--- config.mk ---
export PLATFORM = sky130hd
export DESIGN_NAME = jps_pin_share
export DESIGN_NICKNAME = d
export VERILOG_FILES = /design/src/verilog/jps_tap_fsm.v /design/src/verilog/jps_pin_share.v
export VERILOG_INCLUDE_DIRS = /design/src /design/src/verilog
export SDC_FILE = /design/constraint.sdc
export NUM_CORES = 1
export LEC_CHECK = 0
export BUFFER_PORTS_ARGS = -buffer_cell sky130_fd_sc_hd__buf_2
export CAP_MARGIN = 10
export CORE_ASPECT_RATIO = 1.1
export CORE_MARGIN = 10
export CORE_UTILIZATION = 40
export DETAILED_ROUTE_END_ITERATION = 7
export PLACE_DENSITY = 0.71
export SYNTH_ARGS = -nofsm -noshare
export SYNTH_HDL_FRONTEND = slang
export SYNTH_SLANG_ARGS = --single-unit
--- constraint.sdc ---
create_clock -name clk_in -period 2.02 [get_ports clk_in]
set_input_delay 0.202 -clock clk_in [delete_from_list [all_inputs] [get_ports clk_in]]
set_output_delay 0.202 -clock clk_in [all_outputs]
set_load 0.005 [all_outputs]
--- src/verilog/jps_map.vh ---
// Constants for the scan pin sharing control block.
`ifndef JPS_MAP_VH
`define JPS_MAP_VH
`define JPS_ST_RESET     4'h0
`define JPS_ST_IDLE      4'h1
`define JPS_ST_SEL_DR    4'h2
`define JPS_ST_CAP_DR    4'h3
`define JPS_ST_SHIFT_DR  4'h4
`define JPS_ST_EXIT1_DR  4'h5
`define JPS_ST_PAUSE_DR  4'h6
`define JPS_ST_EXIT2_DR  4'h7
`define JPS_ST_UPD_DR    4'h8
`define JPS_ST_SEL_IR    4'h9
`define JPS_ST_CAP_IR    4'ha
`define JPS_ST_SHIFT_IR  4'hb
`define JPS_ST_EXIT1_IR  4'hc
`define JPS_ST_PAUSE_IR  4'hd
`define JPS_ST_EXIT2_IR  4'he
`define JPS_ST_UPD_IR    4'hf
`define JPS_IR_WIDTH     4
`define JPS_IR_BYPASS    4'hf
`define JPS_IR_CHECKSUM  4'h5
`define JPS_IR_RESET_VAL 4'hf
`define JPS_CSUM_CYCLES  8'h20
`endif

--- src/verilog/jps_tap_fsm.v ---
// Scan state machine stepped by one test-clock rising edge pulse.
`timescale 1ns/1ps
`include "jps_map.vh"
module jps_tap_fsm
(
  input  wire       clk_in,
  input  wire       rst_b_in,
  input  wire       init_in,
  input  wire       step_in,
  input  wire       mode_sel_in,
  output reg  [3:0] state_out
);
  reg [3:0] next_state;

  always @*
  begin
    case (state_out)
      `JPS_ST_RESET:    next_state = mode_sel_in ? `JPS_ST_RESET : `JPS_ST_IDLE;
      `JPS_ST_IDLE:     next_state = mode_sel_in ? `JPS_ST_SEL_DR : `JPS_ST_IDLE;
      `JPS_ST_SEL_DR:   next_state = mode_sel_in ? `JPS_ST_SEL_IR : `JPS_ST_CAP_DR;
      `JPS_ST_CAP_DR:   next_state = mode_sel_in ? `JPS_ST_EXIT1_DR : `JPS_ST_SHIFT_DR;
      `JPS_ST_SHIFT_DR: next_state = mode_sel_in ? `JPS_ST_EXIT1_DR : `JPS_ST_SHIFT_DR;
      `JPS_ST_EXIT1_DR: next_state = mode_sel_in ? `JPS_ST_UPD_DR : `JPS_ST_PAUSE_DR;
      `JPS_ST_PAUSE_DR: next_state = mode_sel_in ? `JPS_ST_EXIT2_DR : `JPS_ST_PAUSE_DR;
      `JPS_ST_EXIT2_DR: next_state = mode_sel_in ? `JPS_ST_UPD_DR : `JPS_ST_SHIFT_DR;
      `JPS_ST_UPD_DR:   next_state = mode_sel_in ? `JPS_ST_SEL_DR : `JPS_ST_IDLE;
      `JPS_ST_SEL_IR:   next_state = mode_sel_in ? `JPS_ST_RESET : `JPS_ST_CAP_IR;
      `JPS_ST_CAP_IR:   next_state = mode_sel_in ? `JPS_ST_EXIT1_IR : `JPS_ST_SHIFT_IR;
      `JPS_ST_SHIFT_IR: next_state = mode_sel_in ? `JPS_ST_EXIT1_IR : `JPS_ST_SHIFT_IR;
      `JPS_ST_EXIT1_IR: next_state = mode_sel_in ? `JPS_ST_UPD_IR : `JPS_ST_PAUSE_IR;
      `JPS_ST_PAUSE_IR: next_state = mode_sel_in ? `JPS_ST_EXIT2_IR : `JPS_ST_PAUSE_IR;
      `JPS_ST_EXIT2_IR: next_state = mode_sel_in ? `JPS_ST_UPD_IR : `JPS_ST_SHIFT_IR;
      `JPS_ST_UPD_IR:   next_state = mode_sel_in ? `JPS_ST_SEL_DR : `JPS_ST_IDLE;
      default:          next_state = `JPS_ST_RESET;
    endcase
  end

  // Five high samples reach the reset state from any state.
  always @(posedge clk_in)
  begin
    if (!rst_b_in || init_in)
      state_out <= `JPS_ST_RESET;
    else if (step_in)
      state_out <= next_state;
  end
endmodule

--- src/verilog/jps_pin_share.v ---
// Sharing of the scan pins with user I/O, with the scan controller.
// Functional notes
// RULE_01: Flexible mode: mode select low claims pins.
// RULE_02: Pins stay claimed until logic-reset state.
// RULE_03: Five high-select clocks reach logic-reset.
// RULE_04: Dedicated mode: standard scan port, unshared.
// RULE_05: Scan reset low initialises scan logic.
// RULE_06: Undriven scan reset reads high.
// RULE_07: Unreserved reset pin is plain user I/O.
// RULE_08: Checksum drives data out, then releases.
// RULE_09: Serial data in, results shifted out.
// RULE_10: Mode and reservation are static straps.
`timescale 1ns/1ps
`include "jps_map.vh"
module jps_pin_share
#(
  parameter IR_W     = `JPS_IR_WIDTH,
  parameter CSUM_LEN = `JPS_CSUM_CYCLES
)
(
  input  wire        clk_in,
  input  wire        rst_b_in,
  input  wire        dedicated_mode_in,
  input  wire        reserve_rst_in,
  input  wire        mode_sel_in,
  input  wire        tck_pin_in,
  input  wire        tdi_pin_in,
  input  wire        trst_b_pin_in,
  input  wire        trst_pin_drive_in,
  input  wire        tdo_user_in,
  input  wire        tdo_user_oe_in,
  input  wire        bsr_data_in,
  input  wire [7:0]  csum_data_in,
  output reg         scan_active_out,
  output wire        tck_user_out,
  output wire        tdi_user_out,
  output wire        trst_user_out,
  output reg         tdo_out,
  output reg         tdo_oe_out,
  output reg         csum_busy_out,
  output wire [3:0]  tap_state_out,
  output reg  [IR_W-1:0] instr_out
);
  reg  [1:0] tck_sync;
  reg  [1:0] tms_sync;
  reg  [1:0] tdi_sync;
  reg  [1:0] trst_sync;
  reg        tck_last;
  reg        dedicated;
  reg        reserve_rst;
  reg        strap_taken;
  reg  [IR_W-1:0] ir_shift;
  reg        bypass_bit;
  reg  [7:0] csum_shift;
  reg  [7:0] csum_count;
  wire [3:0] st;
  wire       tck_rise;
  wire       tck_fall;
  wire       scan_rst;
  wire       trst_pin_level;

  // Straps are captured once after reset release and then held.
  always @(posedge clk_in)
  begin
    if (!rst_b_in)
    begin
      dedicated   <= 1'b0;
      reserve_rst <= 1'b0;
      strap_taken <= 1'b0;
    end
    else if (!strap_taken)
    begin
      dedicated   <= dedicated_mode_in; // RULE_10
      reserve_rst <= reserve_rst_in;    // RULE_10
      strap_taken <= 1'b1;
    end
  end

  // An undriven reset pin reads high, as if pulled up.
  assign trst_pin_level = trst_pin_drive_in ? trst_b_pin_in : 1'b1; // RULE_06

  // Two-stage synchronisers; the first stage feeds only the second.
  always @(posedge clk_in)
  begin
    if (!rst_b_in)
    begin
      tck_sync  <= 2'h0;
      tms_sync  <= 2'h3;
      tdi_sync  <= 2'h0;
      trst_sync <= 2'h3;
      tck_last  <= 1'b0;
    end
    else
    begin
      tck_sync  <= {tck_sync[0], tck_pin_in};
      tms_sync  <= {tms_sync[0], mode_sel_in};
      tdi_sync  <= {tdi_sync[0], tdi_pin_in};
      trst_sync <= {trst_sync[0], trst_pin_level};
      tck_last  <= tck_sync[1];
    end
  end

  assign tck_rise = tck_sync[1] & ~tck_last;
  assign tck_fall = ~tck_sync[1] & tck_last;
  // The reset acts at once without test-clock edges; in this sampled
  // model that is the third system clock, after the two-stage synchroniser.
  assign scan_rst = reserve_rst & ~trst_sync[1]; // RULE_05 RULE_07

  jps_tap_fsm u_fsm
  (
    .clk_in      (clk_in),
    .rst_b_in    (rst_b_in),
    .init_in     (scan_rst),
    .step_in     (tck_rise), // RULE_03
    .mode_sel_in (tms_sync[1]),
    .state_out   (st)
  );
  assign tap_state_out = st;

  // Pin ownership.
  always @(posedge clk_in)
  begin
    if (!rst_b_in)
      scan_active_out <= 1'b0;
    else if (dedicated)
      scan_active_out <= 1'b1; // RULE_04
    else if (scan_rst)
      scan_active_out <= 1'b0;
    else if (!tms_sync[1])
      scan_active_out <= 1'b1; // RULE_01
    else if (st == `JPS_ST_RESET)
      scan_active_out <= 1'b0; // RULE_02
  end

  assign tck_user_out  = scan_active_out ? 1'b0 : tck_sync[1];
  assign tdi_user_out  = scan_active_out ? 1'b0 : tdi_sync[1];
  assign trst_user_out = reserve_rst ? 1'b1 : trst_sync[1]; // RULE_07

  // Instruction and data shifting.
  always @(posedge clk_in)
  begin
    if (!rst_b_in || scan_rst || st == `JPS_ST_RESET)
    begin
      ir_shift   <= {IR_W{1'b0}};
      instr_out  <= `JPS_IR_RESET_VAL;
      bypass_bit <= 1'b0;
      csum_shift <= 8'h00;
    end
    else if (tck_rise && scan_active_out)
    begin
      case (st)
        `JPS_ST_CAP_IR:   ir_shift <= {{(IR_W-1){1'b0}}, 1'b1};
        `JPS_ST_SHIFT_IR: ir_shift <= {tdi_sync[1], ir_shift[IR_W-1:1]}; // RULE_09
        `JPS_ST_UPD_IR:   instr_out <= ir_shift;
        `JPS_ST_CAP_DR:   csum_shift <= csum_data_in;
        `JPS_ST_SHIFT_DR:
        begin
          bypass_bit <= tdi_sync[1]; // RULE_09
          csum_shift <= {tdi_sync[1], csum_shift[7:1]};
        end
        default:          bypass_bit <= bypass_bit;
      endcase
    end
  end

  // Checksum run: drives the data pin for a fixed count of test clocks.
  always @(posedge clk_in)
  begin
    if (!rst_b_in || scan_rst)
    begin
      csum_busy_out <= 1'b0;
      csum_count    <= 8'h00;
    end
    else if (tck_rise && st == `JPS_ST_UPD_IR && ir_shift == `JPS_IR_CHECKSUM)
    begin
      csum_busy_out <= 1'b1; // RULE_08
      csum_count    <= CSUM_LEN[7:0];
    end
    else if (csum_busy_out && tck_rise)
    begin
      if (csum_count == 8'h01)
        csum_busy_out <= 1'b0; // RULE_08
      csum_count <= csum_count - 8'h01;
    end
  end

  // Data out changes on the falling test-clock edge, as the tester
  // samples on the rising one.
  always @(posedge clk_in)
  begin
    if (!rst_b_in)
    begin
      tdo_out    <= 1'b0;
      tdo_oe_out <= 1'b0;
    end
    else if (csum_busy_out || (scan_active_out &&
             (st == `JPS_ST_SHIFT_IR || st == `JPS_ST_SHIFT_DR)))
    begin
      tdo_oe_out <= 1'b1; // RULE_08
      if (tck_fall)
      begin
        if (st == `JPS_ST_SHIFT_IR)
          tdo_out <= ir_shift[0]; // RULE_09
        else if (instr_out == `JPS_IR_CHECKSUM)
          tdo_out <= csum_shift[0];
        else if (instr_out == `JPS_IR_BYPASS)
          tdo_out <= bypass_bit;
        else
          tdo_out <= bsr_data_in;
      end
    end
    else if (scan_active_out)
    begin
      tdo_oe_out <= 1'b0;
    end
    else
    begin
      tdo_out    <= tdo_user_in;
      tdo_oe_out <= tdo_user_oe_in;
    end
  end
endmodule

==> summary.txt <==
Area contributors post-synth = dfxtp_1, mux2i_1, nor2_1
# DRC = 0
RSZ-0062 raised after global routing = false
Htree depth = 2
Sequential area share after synthesis = 0.413
Clock sinks = 45
Fin crit share = 0.854
Min-delay src = mode_sel_in
Post-DP Area = 2420 sq um
Layout cells sized above 1 = 0.216
Metal3 WL = 308 um
CP Buf/Inv Count = 0
Max Slew Vio Count = 0
P&R area growth vs syn = 15.2%
Cells after Synth = 243
CTS tree = yes
DR WL/cell = 13.6 um
Worst-path fanout max = 11
# diodes = 0
Worst R2R Path Depth = 4
Fin Clk Skew = 0.00873 ns
FF-to-FF setup slack = 0.29 ns
Max-cap viol count = 0
GPL Wtd Cong = 0.817
Initial core utilization = 0.410
Met2 wire len = 2.24 mm
Detailed Place HPWL = 3.48 mm
P per Cell Area = 634 nW/um^2
Vias per cell = 5.20
Fin area = 2510 sq um
Reg clk slew, reported paths = 0.09 ns
Ports = 35
Top routing layer in use = met4
CP endpoint kind = register
LEAKAGE = 0.000964 uW
Average cell area after synthesis = 8.97 sq um
Number of antenna violations at the first check in global routing = 0
Row count = 28
Num CTS Buffers = 5
Final setup vio count = 0
Worst path depth = 4
CP Cell Sequence = or4b_4 > a21oi_1 > or4b_2 > o32ai_1
Setup bufs post-CTS = 0
Slowest cell on the critical path = or4b_2
Startpoint types = register
Yosys top cell area share = 0.413
Slew headroom = 0.609
Peak VDD IR = 597 uV
Post-synthesis instance area = 2180 sq um
Critical setup path kind = register to register
Hold_buf cts = 0
Die X = 90.4 um
Initial detailed-routing violation count = 78
Synth warn = 0
Worst slew pin tran = 0.584 ns
Clock buffer depth = 2
CP arrival = 1.94 ns
PostCTS Resize Cnt = 0
Die area = 8810 sq um
Die Height = 97.4 um
Cell variety after synth = 55
WL met1 = 2.16 mm
First drt pass iteration count = 4
Number of synthesized flops with an enable pin = 0
Final hold violation count = 0
First-pass GRT wire length = 8.24 mm
Outcome = complete, no violations
Family with the most delay on the worst path = simple AND/OR/NAND/NOR gates
Core area = 5330 sq um
Fmax achieved = 580 MHz
Synth Flop Type = dfxtp_1
Clk Latency, worst-skew pair = 0.30 ns
Vias in the first global route = 1779
Largest net degree at the start of global routing = 19
Syn nets = 265
WL final = 4.79 mm
CTS root buffer = clkbuf_8
Hold path endpoint = tms_sync[0]$_SDFF_PN1_
Hold Path Stages = 2
Vias = 1835
Most frequent cell after synthesis = dfxtp_1
Final core occ = 0.472
Synth Register Bits = 45
Post-synth ARST share = 0
Setup TNS = 0 ns
Total GRT Usage = 0.110
GR Overflow Total = 0
Max incr delay on CP = 0.66 ns
Routed Antenna Nets = 0
Most frequent cells after synthesis = dfxtp_1, nor2_1, nand2_1
Fin nets = 299
Reg2reg end = tdo_out$_SDFFE_PN0P_
Worst hold path type = input port to register
RR Startpoint = u_fsm.state_out[3]$_SDFFE_PP0P_
# port buffers = 34
Crit path required time = 2.23 ns
Synth area leader = dfxtp_1
Final Power = 1590 uW
Tmin final = 1.73 ns
-- where the power goes --
group          switching [uW]  internal [uW]  total [uW]
Sequential               15.3            903         918
Combinational            48.8           49.5        98.3
Clock                     324            252         577
-- registers in the layout (all words and copies together) (netlist names), 2 cells and up --
name,flops
tms_sync,2
trst_sync,2
tck_sync,2
csum_count,8
instr_out,4
ir_shift,4
u_fsm.state_out,4
tdi_sync,2
csum_shift,8
-- per-layer routing --
| metal | up-vias | global-route usage |
|---|---|---|
| met1 | 843 | 0.132 |
| met3 | 7 | 0.0340 |
| met5 | - | 0 |
| met4 | 0 | 0.0490 |
| met2 | 49 | 0.177 |
| li1 | 936 | - |
-- cell usage in the layout, fill, tap and decap left out, types with 2 or more instances in the layout --
master,netlist,final
nor2_1,27,27
and2_1,7,7
nand2_1,18,18
nand3b_1,4,4
nand3_1,6,6
o22ai_1,2,2
nand4b_1,3,3
nand2b_1,3,3
buf_2,2,34
mux2i_1,16,16
nor4b_1,2,2
inv_6,0,2
clkbuf_8,0,5
dfxtp_1,45,45
a211oi_2,2,2
a21oi_1,15,15
nor3_1,6,6
nor2b_1,9,9
xor2_1,4,4
a211oi_1,7,7
ha_1,2,2
a2111oi_0,2,2
o21ai_0,5,5
o21a_1,2,2
xnor2_1,3,3
buf_4,2,9
inv_1,7,7
nand4_1,4,4
-- worst max-delay path by stage --
stage | slack (ns) | start | to
after floorplan | 0.38 | u_fsm.state_out[0]$_SDFFE_PP0P_ | csum_shift[6]$_SDFFE_PP0P_
after global placement | 0.36 | u_fsm.state_out[3]$_SDFFE_PP0P_ | tdo_out$_SDFFE_PN0P_
after detailed placement | 0.32 | u_fsm.state_out[3]$_SDFFE_PP0P_ | tdo_out$_SDFFE_PN0P_
after CTS | 0.29 | u_fsm.state_out[3]$_SDFFE_PP0P_ | tdo_out$_SDFFE_PN0P_
after global routing | 0.16 | u_fsm.state_out[1]$_SDFFE_PP0P_ | tdo_out$_SDFFE_PN0P_
final | 0.29 | u_fsm.state_out[3]$_SDFFE_PP0P_ | tdo_out$_SDFFE_PN0P_
-- metrics by stage --
| step | hold slack [ns] | instances | setup slack (ns) |
|---|---|---|---|
| after floorplan | 0.230 | 243 | 0.377 |
| after global placement | 0.385 | 345 | 0.356 |
| after detailed placement | 0.385 | 345 | 0.316 |
| after CTS | 0.0648 | 353 | 0.292 |
| after global routing | 0.0685 | 353 | 0.157 |
| final | 0.0753 | 353 | 0.295 |
-- logic make-up (layout without fill, tap and decap cells) --
| kind of cell | after synthesis | in the layout | share of synthesized area |
|---|---|---|---|
| AND/OR/NAND/NOR | 99 | 99 | 0.245 |
| AO/OA/AOI/OAI | 51 | 51 | 0.174 |
| adder cells (fa/ha/maj) | 2 | 2 | 0.0115 |
| flip-flops | 45 | 45 | 0.413 |
| XOR/XNOR | 7 | 7 | 0.0281 |
| buffers and inverters | 23 | 58 | 0.0551 |
| multiplexers | 16 | 16 | 0.0734 |
-- layout make-up --
cell class | count | area [sq um]
clock buffer | 5 | 68.8
inverter | 7 | 26.3
clock inverter | 3 | 25.0
tap | 75 | 93.8
timing repair buffer | 43 | 238
multi-input combinational | 175 | 1160
fill | 537 | 2810
sequential | 45 | 901
Power figures use the tool's default switching activity.
